===== src/pkg/link_sync_params.svh =====
// Purpose: register offsets, field positions and reset values
// Assumes: byte addresses on an 8-bit register port
// Notes: included by bare name; definitions only
`ifndef LINK_SYNC_PARAMS_SVH
`define LINK_SYNC_PARAMS_SVH

// register byte addresses
`define LSC_ADDR_LINK_CTRL 8'h50
`define LSC_ADDR_SYNC_CTRL 8'h54
`define LSC_ADDR_STATUS 8'h58
`define LSC_ADDR_CFG_A 8'ha0
`define LSC_ADDR_CFG_B 8'ha4
`define LSC_ADDR_CFG_C 8'ha8
`define LSC_ADDR_CFG_D 8'hac

// link_layer_rx_control fields
`define LSC_SEL_HI 10
`define LSC_SEL_LO 7
`define LSC_LANE_DIS_BIT 2
`define LSC_FRAME_DIS_BIT 1
`define LSC_SYNC_EN_BIT 0

// sync_and_sysref_control fields
`define LSC_EXT_HI 24
`define LSC_EXT_LO 21
`define LSC_BYPASS_BIT 20
`define LSC_OFS_HI 19
`define LSC_OFS_LO 12
`define LSC_SINGLE_BIT 2

// reset values
`define LSC_SEL_RST 4'h0
`define LSC_LANE_DIS_RST 1'b0
`define LSC_FRAME_DIS_RST 1'b0
`define LSC_SYNC_EN_RST 1'b1
`define LSC_EXT_RST 4'h0
`define LSC_BYPASS_RST 1'b0
`define LSC_OFS_RST 8'h00
`define LSC_SINGLE_RST 1'b1

`endif


===== src/pkg/link_sync_pkg.sv =====
// Purpose: shared types of the receive link control
// Assumes: nothing
// Notes: constants live in link_sync_params.svh
`default_nettype none
package link_sync_pkg;
	// receive data link state
	typedef enum logic [1:0] {
		st_cgs = 2'b00,
		st_extend = 2'b01,
		st_ilas = 2'b10,
		st_data = 2'b11
	} dll_state_t;
endpackage
`default_nettype wire


===== src/pkg/lmfc_if.sv =====
// Purpose: carrier between link control and its lmfc counter
// Assumes: single link clock
// Notes: tick marks the wrap cycle
`timescale 1ns/10ps
`default_nettype none
interface lmfc_if #(parameter int W = 8);
	logic [W-1:0] count;
	logic [W-1:0] load_value;
	logic [W-1:0] max;
	logic load;
	logic tick;
	modport counter(input load, load_value, max, output count, tick);
	modport ctrl(output load, load_value, max, input count, tick);
endinterface
`default_nettype wire


===== src/verilog/lmfc_counter.sv =====
// Purpose: local multiframe counter on the link clock
// Assumes: load_value already clipped to 0..max
// Notes: tick is combinational, high while count equals max
`timescale 1ns/10ps
`default_nettype none
module lmfc_counter #(parameter int W = 8) (
	input wire logic clock_in,
	input wire logic rst_b_in,
	lmfc_if.counter lmfc
);
	// load beats wrap so a sysref edge realigns at once
	always_ff @(posedge clock_in or negedge rst_b_in) begin
		if (!rst_b_in) begin
			lmfc.count <= '0;
		end else if (lmfc.load) begin
			lmfc.count <= lmfc.load_value;
		end else if (lmfc.tick) begin
			lmfc.count <= '0;
		end else begin
			lmfc.count <= lmfc.count + W'(1);
		end
	end

	assign lmfc.tick = (lmfc.count == lmfc.max);
endmodule
`default_nettype wire


===== src/verilog/pin_sync.sv =====
// Purpose: three-stage synchroniser with rising edge pulse
// Assumes: pin is asynchronous to clock_in
// Notes: a change counts once stages two and three agree
`timescale 1ns/10ps
`default_nettype none
module pin_sync (
	input wire logic clock_in,
	input wire logic rst_b_in,
	input wire logic pin_in,
	output logic level_out,
	output logic rise_out
);
	logic stage1;
	logic stage2;
	logic stage3;

	// stage1 feeds only stage2 to keep metastability contained
	always_ff @(posedge clock_in or negedge rst_b_in) begin
		if (!rst_b_in) begin
			stage1 <= 1'b0;
			stage2 <= 1'b0;
			stage3 <= 1'b0;
			level_out <= 1'b0;
			rise_out <= 1'b0;
		end else begin
			stage1 <= pin_in;
			stage2 <= stage1;
			stage3 <= stage2;
			if (stage2 == stage3) begin
				level_out <= stage3;
			end
			rise_out <= (stage2 == stage3) && stage3 && !level_out;
		end
	end
endmodule
`default_nettype wire


===== src/verilog/jesd_rx_link_sync_control.sv =====
// Purpose: receive link startup, sync_n and lmfc control
// Assumes: lane status inputs are on clock_in; sysref is a pin
// Notes: subclass, F and K are fixed when the block is built
//
// Local design decision: the strobed register port.
`timescale 1ns/10ps
`default_nettype none
`include "link_sync_params.svh"

module jesd_rx_link_sync_control #(
	parameter int LANES = 8,
	parameter int SUBCLASS = 1,
	parameter int F = 2,
	parameter int K = 32
) (
	input wire logic clock_in,
	input wire logic rst_b_in,
	input wire logic [7:0] addr_in,
	input wire logic [31:0] wdata_in,
	input wire logic wr_in,
	input wire logic rd_in,
	output logic [31:0] rdata_out,
	input wire logic [LANES*128-1:0] cfg_capture_in,
	input wire logic sysref_in,
	input wire logic cgs_done_in,
	input wire logic ilas_done_in,
	input wire logic user_data_in,
	input wire logic link_lost_in,
	input wire logic [LANES-1:0] a_char_in,
	input wire logic [LANES-1:0] f_char_in,
	input wire logic frame_end_in,
	output logic sync_n_out,
	output logic [1:0] dll_state_out,
	output logic checks_active_out,
	output logic lane_check_en_out,
	output logic frame_check_en_out,
	output logic lane_sync_en_out,
	output logic buffer_release_out,
	output logic lane_align_err_out,
	output logic frame_align_err_out,
	output logic [7:0] lmfc_count_out,
	output logic lmfc_tick_out
);
	////////////////////////////////////////////////////////////////////
	// build-time checks and constants

	localparam logic [7:0] LMFC_MAX = 8'(F * K / 4 - 1);

	if (LANES < 1 || LANES > 16 || SUBCLASS < 0 || SUBCLASS > 2 ||
		(F * K) % 4 != 0 || F * K / 4 < 1 || F * K / 4 > 256) begin : g_bad
		$error("link control parameters out of range");
	end

	////////////////////////////////////////////////////////////////////
	// declarations

	link_sync_pkg::dll_state_t state;
	link_sync_pkg::dll_state_t next_state;
	logic [3:0] lane_sel;
	logic lane_dis;
	logic frame_dis;
	logic sync_en;
	logic [3:0] ext_delay;
	logic bypass;
	logic [7:0] lmfc_ofs;
	logic single_req;
	logic sysref_seen;
	logic sysref_rise;
	logic sysref_level;
	logic [3:0] ext_cnt;
	logic [3:0] next_ext_cnt;
	logic released;
	logic exit_ok;
	logic ext_step;
	logic [127:0] sel_words;
	logic wr_link;
	logic wr_sync;
	logic [31:0] next_rdata;
	lmfc_if #(.W(8)) lmfc_bus();

	////////////////////////////////////////////////////////////////////
	// sysref pin and lmfc counter

	pin_sync u_sysref_sync (
		.clock_in(clock_in),
		.rst_b_in(rst_b_in),
		.pin_in(sysref_in),
		.level_out(sysref_level),
		.rise_out(sysref_rise)
	);

	lmfc_counter #(.W(8)) u_lmfc (
		.clock_in(clock_in),
		.rst_b_in(rst_b_in),
		.lmfc(lmfc_bus)
	);

	// every detected edge reloads, continuous or single detect
	assign lmfc_bus.load = sysref_rise;
	// an offset past the multiframe would never wrap, so use zero
	assign lmfc_bus.load_value = (lmfc_ofs > LMFC_MAX) ? 8'h00 :
		lmfc_ofs;
	assign lmfc_bus.max = LMFC_MAX;
	assign lmfc_count_out = lmfc_bus.count;
	assign lmfc_tick_out = lmfc_bus.tick;

	////////////////////////////////////////////////////////////////////
	// register writes

	assign wr_link = wr_in && (addr_in == `LSC_ADDR_LINK_CTRL);
	assign wr_sync = wr_in && (addr_in == `LSC_ADDR_SYNC_CTRL);

	// link control; only the documented fields take writes
	always_ff @(posedge clock_in or negedge rst_b_in) begin
		if (!rst_b_in) begin
			lane_sel <= `LSC_SEL_RST;
			lane_dis <= `LSC_LANE_DIS_RST;
			frame_dis <= `LSC_FRAME_DIS_RST;
			sync_en <= `LSC_SYNC_EN_RST;
		end else if (wr_link) begin
			lane_sel <= wdata_in[`LSC_SEL_HI:`LSC_SEL_LO];
			lane_dis <= wdata_in[`LSC_LANE_DIS_BIT];
			frame_dis <= wdata_in[`LSC_FRAME_DIS_BIT];
			sync_en <= wdata_in[`LSC_SYNC_EN_BIT];
		end
	end

	// sync and sysref control fields
	always_ff @(posedge clock_in or negedge rst_b_in) begin
		if (!rst_b_in) begin
			ext_delay <= `LSC_EXT_RST;
			bypass <= `LSC_BYPASS_RST;
			lmfc_ofs <= `LSC_OFS_RST;
		end else if (wr_sync) begin
			ext_delay <= wdata_in[`LSC_EXT_HI:`LSC_EXT_LO];
			// bypass only exists in subclass 1; elsewhere it stays 0
			bypass <= (SUBCLASS == 1) && wdata_in[`LSC_BYPASS_BIT];
			lmfc_ofs <= wdata_in[`LSC_OFS_HI:`LSC_OFS_LO];
		end
	end

	// single detect request: software set wins over hardware clear
	always_ff @(posedge clock_in or negedge rst_b_in) begin
		if (!rst_b_in) begin
			single_req <= `LSC_SINGLE_RST;
		end else if (wr_sync) begin
			single_req <= wdata_in[`LSC_SINGLE_BIT];
		end else if (single_req && sysref_rise) begin
			single_req <= 1'b0;
		end
	end

	// sampled flag; an edge wins over a rearm in the same cycle
	always_ff @(posedge clock_in or negedge rst_b_in) begin
		if (!rst_b_in) begin
			sysref_seen <= 1'b0;
		end else if (sysref_rise) begin
			sysref_seen <= 1'b1;
		end else if (wr_sync && wdata_in[`LSC_SINGLE_BIT]) begin
			sysref_seen <= 1'b0;
		end
	end

	////////////////////////////////////////////////////////////////////
	// register reads

	// selected lane's four captured words, zero for a missing lane
	always_comb begin
		sel_words = '0;
		if (int'(lane_sel) < LANES) begin
			sel_words = cfg_capture_in[int'(lane_sel)*128 +: 128];
		end
	end

	// read mux; unmapped and reserved bits answer zero
	always_comb begin
		next_rdata = 32'h0000_0000;
		if (rd_in) begin
			unique case (addr_in)
				`LSC_ADDR_LINK_CTRL: begin
					next_rdata[`LSC_SEL_HI:`LSC_SEL_LO] = lane_sel;
					next_rdata[`LSC_LANE_DIS_BIT] = lane_dis;
					next_rdata[`LSC_FRAME_DIS_BIT] = frame_dis;
					next_rdata[`LSC_SYNC_EN_BIT] = sync_en;
				end
				`LSC_ADDR_SYNC_CTRL: begin
					next_rdata[`LSC_EXT_HI:`LSC_EXT_LO] = ext_delay;
					next_rdata[`LSC_BYPASS_BIT] = bypass;
					next_rdata[`LSC_OFS_HI:`LSC_OFS_LO] = lmfc_ofs;
					next_rdata[`LSC_SINGLE_BIT] = single_req;
				end
				`LSC_ADDR_STATUS: begin
					next_rdata[1:0] = state;
					next_rdata[2] = sync_n_out;
					next_rdata[3] = sysref_seen;
					next_rdata[4] = sysref_level;
				end
				`LSC_ADDR_CFG_A: next_rdata = sel_words[31:0];
				`LSC_ADDR_CFG_B: next_rdata = sel_words[63:32];
				`LSC_ADDR_CFG_C: next_rdata = sel_words[95:64];
				`LSC_ADDR_CFG_D: next_rdata = sel_words[127:96];
				default: next_rdata = 32'h0000_0000;
			endcase
		end
	end

	// data stands only in the cycle after the read strobe
	always_ff @(posedge clock_in or negedge rst_b_in) begin
		if (!rst_b_in) begin
			rdata_out <= 32'h0000_0000;
		end else begin
			rdata_out <= next_rdata;
		end
	end

	////////////////////////////////////////////////////////////////////
	// startup state machine

	// subclass 1 leaves cgs on a tick, once sysref is in or bypass is set
	assign exit_ok = cgs_done_in && ((SUBCLASS != 1) ||
		(((sysref_seen && !single_req) || bypass) && lmfc_bus.tick));
	// extension unit: a clock in subclass 0, a multiframe otherwise
	assign ext_step = (SUBCLASS == 0) ? 1'b1 : lmfc_bus.tick;

	always_comb begin
		next_state = state;
		next_ext_cnt = ext_cnt;
		unique case (state)
			link_sync_pkg::st_cgs: begin
				if (exit_ok) begin
					if (ext_delay == 4'h0) begin
						next_state = sync_en ? link_sync_pkg::st_ilas :
							link_sync_pkg::st_data;
					end else begin
						next_state = link_sync_pkg::st_extend;
						next_ext_cnt = ext_delay;
					end
				end
			end
			link_sync_pkg::st_extend: begin
				if (ext_step) begin
					next_ext_cnt = ext_cnt - 4'h1;
					if (ext_cnt == 4'h1) begin
						next_state = sync_en ? link_sync_pkg::st_ilas :
							link_sync_pkg::st_data;
					end
				end
			end
			link_sync_pkg::st_ilas: begin
				if (ilas_done_in) begin
					next_state = link_sync_pkg::st_data;
				end
			end
			link_sync_pkg::st_data: begin
				next_state = link_sync_pkg::st_data;
			end
		endcase
		// losing the link restarts from code group sync
		if (link_lost_in) begin
			next_state = link_sync_pkg::st_cgs;
			next_ext_cnt = 4'h0;
		end
	end

	// state, extension count and sync_n move together
	always_ff @(posedge clock_in or negedge rst_b_in) begin
		if (!rst_b_in) begin
			state <= link_sync_pkg::st_cgs;
			ext_cnt <= 4'h0;
			sync_n_out <= 1'b0;
		end else begin
			state <= next_state;
			ext_cnt <= next_ext_cnt;
			sync_n_out <= (next_state == link_sync_pkg::st_ilas) ||
				(next_state == link_sync_pkg::st_data);
		end
	end

	assign dll_state_out = state;

	////////////////////////////////////////////////////////////////////
	// buffer release and alignment checks

	// one release per startup: end of ilas, or first user data when sync_en is off
	always_ff @(posedge clock_in or negedge rst_b_in) begin
		if (!rst_b_in) begin
			buffer_release_out <= 1'b0;
			released <= 1'b0;
		end else begin
			// a steady user_data_in would otherwise give a double pulse
			buffer_release_out <= !released && !buffer_release_out &&
				!link_lost_in && (
				(sync_en && state == link_sync_pkg::st_ilas && ilas_done_in) ||
				(!sync_en && state == link_sync_pkg::st_data &&
				user_data_in));
			if (link_lost_in || state == link_sync_pkg::st_cgs) begin
				released <= 1'b0;
			end else if (buffer_release_out) begin
				released <= 1'b1;
			end
		end
	end

	// checks start at ilas, or at data when ilas is skipped
	always_ff @(posedge clock_in or negedge rst_b_in) begin
		if (!rst_b_in) begin
			checks_active_out <= 1'b0;
		end else begin
			checks_active_out <= (next_state == link_sync_pkg::st_data) ||
				(sync_en && next_state == link_sync_pkg::st_ilas);
		end
	end

	assign lane_check_en_out = !lane_dis;
	assign frame_check_en_out = !frame_dis;
	assign lane_sync_en_out = sync_en;

	// /A/ must land on all lanes together; /F/ only at frame end
	always_ff @(posedge clock_in or negedge rst_b_in) begin
		if (!rst_b_in) begin
			lane_align_err_out <= 1'b0;
			frame_align_err_out <= 1'b0;
		end else begin
			lane_align_err_out <= checks_active_out && !lane_dis &&
				(|a_char_in) && !(&a_char_in);
			frame_align_err_out <= checks_active_out && !frame_dis &&
				(|(f_char_in & ~{LANES{frame_end_in}}));
		end
	end
endmodule
`default_nettype wire


===== config.mk =====
export PLATFORM = sky130hd
export DESIGN_NAME = jesd_rx_link_sync_control
export DESIGN_NICKNAME = d
export VERILOG_FILES = /design/src/pkg/link_sync_pkg.sv /design/src/pkg/lmfc_if.sv /design/src/verilog/lmfc_counter.sv /design/src/verilog/pin_sync.sv /design/src/verilog/jesd_rx_link_sync_control.sv
export VERILOG_INCLUDE_DIRS = /design/src /design/src/pkg
export SDC_FILE = /design/constraint.sdc
export NUM_CORES = 1
export LEC_CHECK = 0
export ABC_AREA = 1
export BUFFER_PORTS_ARGS = -buffer_cell sky130_fd_sc_hd__buf_2
export CAP_MARGIN = 25
export CORE_AREA = 4 4 442 444
export CTS_BUF_LIST = sky130_fd_sc_hd__clkbuf_4 sky130_fd_sc_hd__clkbuf_8 sky130_fd_sc_hd__clkbuf_16
export CTS_CLUSTER_DIAMETER = 120
export DETAILED_ROUTE_END_ITERATION = 6
export DIE_AREA = 0 0 446 448
export PLACE_DENSITY = 0.3
export SLEW_MARGIN = 40
export SYNTH_ARGS = -nofsm -noshare
export SYNTH_HDL_FRONTEND = slang
export SYNTH_SLANG_ARGS = --single-unit

===== constraint.sdc =====
create_clock -name clock_in -period 2.2 [get_ports clock_in]
set_input_delay 0.44 -clock clock_in [delete_from_list [all_inputs] [get_ports clock_in]]
set_output_delay 0.44 -clock clock_in [all_outputs]
set_load 0.01 [all_outputs]

# == After elaboration in Yosys (flattened, before gate mapping) ==
# Cells that the tools add are included.
# word_totals
register_bits,79
output_inout_bits,51
in_bits,1090
# op_classes
bitwise,2
n_shift,1
order_cmp,2
n_addsub,2
mux,32
eq_ne,18
reduce_logical,46
# op_table
operator,count
variable part select 1024 x 12 -> 128 bit,1
2-to-1 mux 128 bit,1
one-hot mux 13 bit (5 select lines),1
"== test 8 bit, second input constant",4
2-to-1 mux 32 bit,1
one-hot mux 7 bit (4 select lines),1
"== test 8 x 7 -> 1 bit, second input constant",3
2-to-1 mux 8 bit,3
logical AND 1 bit,22
one-hot mux 4 bit (5 select lines),1
2-to-1 mux 4 bit,4
one-hot mux 2 bit (4 select lines),2
OR reduction 8 bit,2
2-to-1 mux 2 bit,6
one-hot mux 2 bit (6 select lines),1
one-hot mux 2 bit (5 select lines),1
zero test 1 bit,9
"!= test 3 bit, second input constant",3
"adder 8 x 1 -> 8 bit, second input constant",1
bitwise AND 8 bit,1
"== test 2 bit, second input constant",4
"== test 8 x 4 -> 1 bit, second input constant",1
"greater-than comparator 8 x 4 -> 1 bit, second input constant",1
NOT 8 bit,1
other kinds (16),28

# == Logic depth before layout (Yosys ltp) ==
# depth
word_depth,11
mapped_depth,14

# == Cells and area by module ==
# Synthesis repeated with hierarchy kept, for this count alone.
# hier_totals
cells_unflattened,3276
hier_area_um2,15541.2
# modules_own_cells
mod,seq_area_each_um2,instances,area_each_um2,cells_per_inst
jesd_rx_link_sync_control,1654.1,1,14780.4,3176
lmfc_counter,200.2,1,600.6,88
pin_sync,125.1,1,160.2,12

# == Worst setup path after synthesis ==
# OpenSTA, ideal clock, no wires.
# synth_path
path_kind,reg-to-reg
from,register u_lmfc.lmfc.count[0]
to,register checks_active_out
required_ns,2.123
path_slack_ns,0.481
arrival_time_ns,1.641
path_stages_with_launch,12
path_cell_list,dfrtp_1 ha_1 nand2_1 inv_1 nand2_1 nor2_1 nand2_1 o21ai_0 inv_1 nor2_1 nand2_1 a21oi_1
# synth_between
elab_chain_cells,9
word_cells_on_any_way,11
classes_between,eq/ne (3); mux (4); reduce/logical (4)
# synth_rtl
item,line_no,source
"start, declared",lmfc_if.sv:12,"modport counter(input load, load_value, max, output count, tick);"
"start signal, assigned",lmfc_counter.sv:16,lmfc.count <= lmfc.load_value;
"start signal, assigned",lmfc_counter.sv:20,lmfc.count <= lmfc.count + W'(1);
== test 8 x 4 -> 1 bit *,lmfc_counter.sv:24,assign lmfc.tick = (lmfc.count == lmfc.max);
via lmfc_tick_out,jesd_rx_link_sync_control.sv:42,output logic lmfc_tick_out
logical AND 1 bit,jesd_rx_link_sync_control.sv:221,(((sysref_seen && !single_req) || bypass) && lmfc_bus.tick));
logical AND 1 bit,jesd_rx_link_sync_control.sv:220,assign exit_ok = cgs_done_in && ((SUBCLASS != 1) ||
2-to-1 mux 2 bit,jesd_rx_link_sync_control.sv:230,if (exit_ok) begin
one-hot mux 2 bit (4 select lines) *,jesd_rx_link_sync_control.sv:228,unique case (state)
2-to-1 mux 2 bit *,jesd_rx_link_sync_control.sv:259,if (link_lost_in) begin
== test 2 bit,jesd_rx_link_sync_control.sv:310,(sync_en && next_state == link_sync_pkg::st_ilas);
logical AND 1 bit,jesd_rx_link_sync_control.sv:310,
logical OR 1 bit *,jesd_rx_link_sync_control.sv:309,checks_active_out <= (next_state == link_sync_pkg::st_data) ||
"end signal, assigned",jesd_rx_link_sync_control.sv:309,
"end, declared",jesd_rx_link_sync_control.sv:34,"output logic checks_active_out,"
# The timed path passes the listed nets; every way through them passes the cells marked *.
# A chain may end at the register's enable or synchronous reset.

# == Final worst setup path ==
# layout_path
from,register lane_sel[0]
to,register rdata_out[0]
# layout_between
elab_chain_cells,4
word_cells_on_any_way,5
classes_between,order compare (1); shift (1); mux (3)
# layout_rtl
item,line_no,source
"start, declared",jesd_rx_link_sync_control.sv:59,logic [3:0] lane_sel;
"start signal, assigned",jesd_rx_link_sync_control.sv:116,lane_sel <= `LSC_SEL_RST;
"start signal, assigned",jesd_rx_link_sync_control.sv:121,lane_sel <= wdata_in[`LSC_SEL_HI:`LSC_SEL_LO];
variable part select 1024 x 12 -> 128 bit / < comparator 4 bit (equally long branches),"jesd_rx_link_sync_control.sv:171, jesd_rx_link_sync_control.sv:170",
2-to-1 mux 128 bit *,jesd_rx_link_sync_control.sv:170,if (int'(lane_sel) < LANES) begin
one-hot mux 2 bit (6 select lines) *,jesd_rx_link_sync_control.sv:179,unique case (addr_in)
2-to-1 mux 32 bit *,jesd_rx_link_sync_control.sv:178,if (rd_in) begin
via next_rdata[0],jesd_rx_link_sync_control.sv:78,logic [31:0] next_rdata;
"end signal, assigned",jesd_rx_link_sync_control.sv:212,rdata_out <= next_rdata;
"end, declared",jesd_rx_link_sync_control.sv:22,"output logic [31:0] rdata_out,"
# Marks and branches as above.

==> impl_metrics.yaml <==
yosys:
  ys_seq_area_frac: 0.129
  syn_inst: 3179
  synth_top_family_by_area: "simple AND/OR/NAND/NOR gates"
  ys_seq_elements: 79
  synth-xor-area-share: 0.000573
  ys_types: 35
  synth_compound_area_frac: 0.139
  synth_mux_area_frac: 0.000736
  netlist_area_sq_um: 15300
  syn-num-nets: 4273
  synth-simple-area-share: 0.552
  yosysWarnings: 0
  syn_avg_cell_area_sq_um: 4.81
  synth_fa_ha_area_frac: 0.00327
clock_tree:
  numCtsBuffers: 9
  cts_tree: "done"
  cts_sinks: 79
  h-tree-depth: 3
  cts_max_path_buffers: 2
  ctsRootBufferMaster: "clkbuf_16"
  clkTransAtPathRegs_ns: 0.09
  clk-insertion-delay-late_ns: 0.39
detailed_routing:
  drt-pass1-iter-count: 5
  first_iter_violations: 1623
  drc: 0
  drt-total-wl_um: 170000
  wire_per_inst_um: 24.3
  antenna_left: 0
  num_vias: 25971
  vias_per_cell: 3.70
setup_path:
  startpoint_type: "flop"
  critPathRequiredTime_ns: 2.51
  worstSetupPathType: "reg2reg"
  endpoint_kind: "flop"
  arrival_ns: 2.66
  crit_fanout: 7
global_routing:
  met2_usage: 0.318
  antenna_found_initial: 76
  grt_use_met1: 0.179
  grt-ovfl-total: 0
  top_usage_layer: "met2"
  global_route.usage.met3: 0.0206
  grt_max_degree: 49
  globalRouteTotalUtil: 0.161
  grt_pass1_vias: 26546
  grt_pass1_wl_um: 221000
worst_hold_path:
  hold_class: "in2reg"
placement:
  dpl_worst_slack_ns: -0.834
  gp_congestion: 0.919
  dp_hpwl_um: 147000
  portBuffers: 1128
job:
  maxCapViolCount: 0
cells_and_area:
  nets: 5549
  drive_above_1_share: 0.412
  post-route-util: 0.152
  syn_to_final_growth_pct: 90.5
  fillers: 22912
floorplan:
  start_util: 0.0798
  dieHeight_um: 448
  pin_count: 1141
  coreArea_sq_um: 192000
  num_rows: 161
  fp.dieArea_sq_um: 200000
  die_w_um: 446
timing:
  setup_slack_ns: -0.154
  maxSlewHeadroom: 0.540
  period_minus_slack_ns: 2.35
  fmax_mhz: 425
  timing.final.max_slew_violations: 0
  rsz0062_at_grt: "yes"
  hold_viol_final: 0
  tightest_slew_ns: 0.686
  layout_worst_path_cycle_share: 1.07
  fin_skew_ns: 0.0246
  setup_violations: 17
power:
  leakagePower_nw: 15.7
  vdd_drop_max_mv: 0.378
  power_density_nw_per_um2: 291
  p_total_mw: 8.49
outcome:
  failed_checks: "negative setup slack"
  outcome: "finished, violations left"
[path summary, 6_finish.rpt]
check	startpoint	to	slack [ns]	depth (start not counted)
worst max-delay path	lane_sel[0]$_DFFE_PN0P_	rdata_out[0]$_DFF_PN0_	-0.15	13
worst min-delay path	sysref_in	u_sysref_sync.stage1$_DFF_PN0_	0.17	1
worst max register to register	lane_sel[0]$_DFFE_PN0P_	rdata_out[0]$_DFF_PN0_	-0.15	13
worst min register to register	u_sysref_sync.stage1$_DFF_PN0_	u_sysref_sync.stage2$_DFF_PN0_	0.38	0
max in group asynchronous	rst_b_in	dll_state_out[0]$_DFF_PN0_	1.00	3
min in group asynchronous	rst_b_in	frame_align_err_out$_DFF_PN0_	0.53	2
[power breakdown]
| group | leakage (nW) | switching, mW | internal (mW) | total, mW |
|---|---|---|---|---|
| combinational | 14.6 | 2.89 | 2.11 | 5.00 |
| clock | 0.147 | 0.870 | 0.908 | 1.78 |
| sequential | 1.03 | 0.146 | 1.57 | 1.72 |
[worst max-delay path, cell delays in order (launching register included)]
cell	delay [ns]
dfrtp_4	0.60
buf_12	0.19
buf_16	0.16
buf_4	0.15
buf_4	0.15
nand2_1	0.07
nand3_2	0.17
nand2_1	0.11
nand2_1	0.05
nand2_1	0.06
nand3_1	0.08
nand2_2	0.14
nor2_4	0.08
a21oi_2	0.19
[metrics by stage]
step	hold WS [ns]	area [sq um]	std cells	setup TNS (ns)
after detailed placement	0.338	25800	6907	-10.96
after CTS	0.129	28300	6980	-3.03
final	0.172	29100	7010	-1.29
after floorplan	0.144	15300	3179	0
after global placement	0.334	25800	6907	-11.14
after global routing	0.152	29100	6993	-3.67
[per-layer routing]
layer,routed length (um),vias to the layer above
li1,-,12441
met1,64600,12410
met2,93000,889
met3,7280,199
met4,4970,32
met5,193,-
[placed cells by master (no fill, tap or decap), types with 30 or more instances in the layout]
master | netlist | final
o21ai_1 | 42 | 57
buf_6 | 26 | 38
nand2_1 | 1437 | 1293
buf_2 | 81 | 1127
inv_1 | 378 | 376
nor2_1 | 329 | 275
nand3_1 | 331 | 253
nor2_4 | 2 | 30
buf_4 | 24 | 216
nand2_4 | 0 | 37
nand3_2 | 0 | 59
a21oi_1 | 42 | 30
buf_12 | 0 | 67
dfrtp_1 | 77 | 74
nand2_2 | 0 | 106
o211ai_1 | 48 | 48
o21ai_0 | 197 | 158
[flip-flops by register name, indices dropped and copies added (netlist names), 2 cells and up]
signal             flops
lmfc_ofs               8
ext_delay              4
u_lmfc.lmfc.count      8
lane_sel               4
rdata_out             32
ext_cnt                4
dll_state_out          2
[kinds of logic after synthesis]
| group | count (synthesis) |
|---|---|
| multiplexers | 1 |
| AND/OR/NAND/NOR | 2119 |
| buffers and inverters | 604 |
| XOR/XNOR | 1 |
| flip-flops | 79 |
| AO/OA/AOI/OAI | 371 |
| adder cells (fa/ha/maj) | 4 |
[cell type report]
cell class	count	area, sq um	area share
multi-input combinational	2496	12200	0.419
timing repair buffer	1485	9890	0.339
tap	2526	3160	0.109
sequential	79	1990	0.0684
inverter	382	1470	0.0504
clock buffer	9	225	0.00773
clock inverter	7	85.1	0.00292
antenna	24	60.1	0.00206
timing repair inverter	2	31.3	0.00107
[synth_stat cells]
| master | count | area share |
|---|---|---|
| a211oi_1 | 1 | 0.00049 |
| a21oi_1 | 42 | 0.014 |
| a31oi_1 | 3 | 0.0012 |
| buf_1 | 15 | 0.0037 |
| buf_2 | 81 | 0.027 |
| buf_4 | 24 | 0.012 |
| buf_6 | 26 | 0.019 |
| buf_8 | 2 | 0.0020 |
| clkbuf_1 | 72 | 0.018 |
| clkbuf_2 | 2 | 0.00065 |
| clkinv_1 | 1 | 0.00025 |
| dfrtp_1 | 77 | 0.13 |
| dfstp_2 | 2 | 0.0034 |
| ha_1 | 4 | 0.0033 |
| inv_1 | 378 | 0.093 |
| inv_2 | 1 | 0.00025 |
| inv_4 | 2 | 0.00082 |
| mux2_2 | 1 | 0.00074 |
| nand2_1 | 1437 | 0.35 |
| nand3_1 | 331 | 0.11 |
| nand4_1 | 7 | 0.0029 |
| nor2_1 | 329 | 0.081 |
| nor2_4 | 2 | 0.0015 |
| nor3_1 | 3 | 0.00098 |
| nor3b_1 | 3 | 0.0015 |
| nor4_1 | 5 | 0.0020 |
| o211ai_1 | 48 | 0.024 |
| o21ai_0 | 197 | 0.064 |
| o21ai_1 | 42 | 0.014 |
| o221ai_1 | 33 | 0.019 |
| o221ai_2 | 1 | 0.00098 |
| o22ai_1 | 2 | 0.00082 |
| o31ai_1 | 2 | 0.00098 |
| or2_2 | 2 | 0.00082 |
| xor2_1 | 1 | 0.00057 |
[what timing repair did]
action | CTS | global route
pin swaps | 107 | 88
gates resized for setup | 391 | 173
hold endpoints to repair | 4 | 0
gates cloned | 15 | 6
setup buffers | 47 | 6
setup endpoints to repair | 33 | 34
hold buffers | 1 | 0
Note: power is estimated with default switching activity, not from simulation.
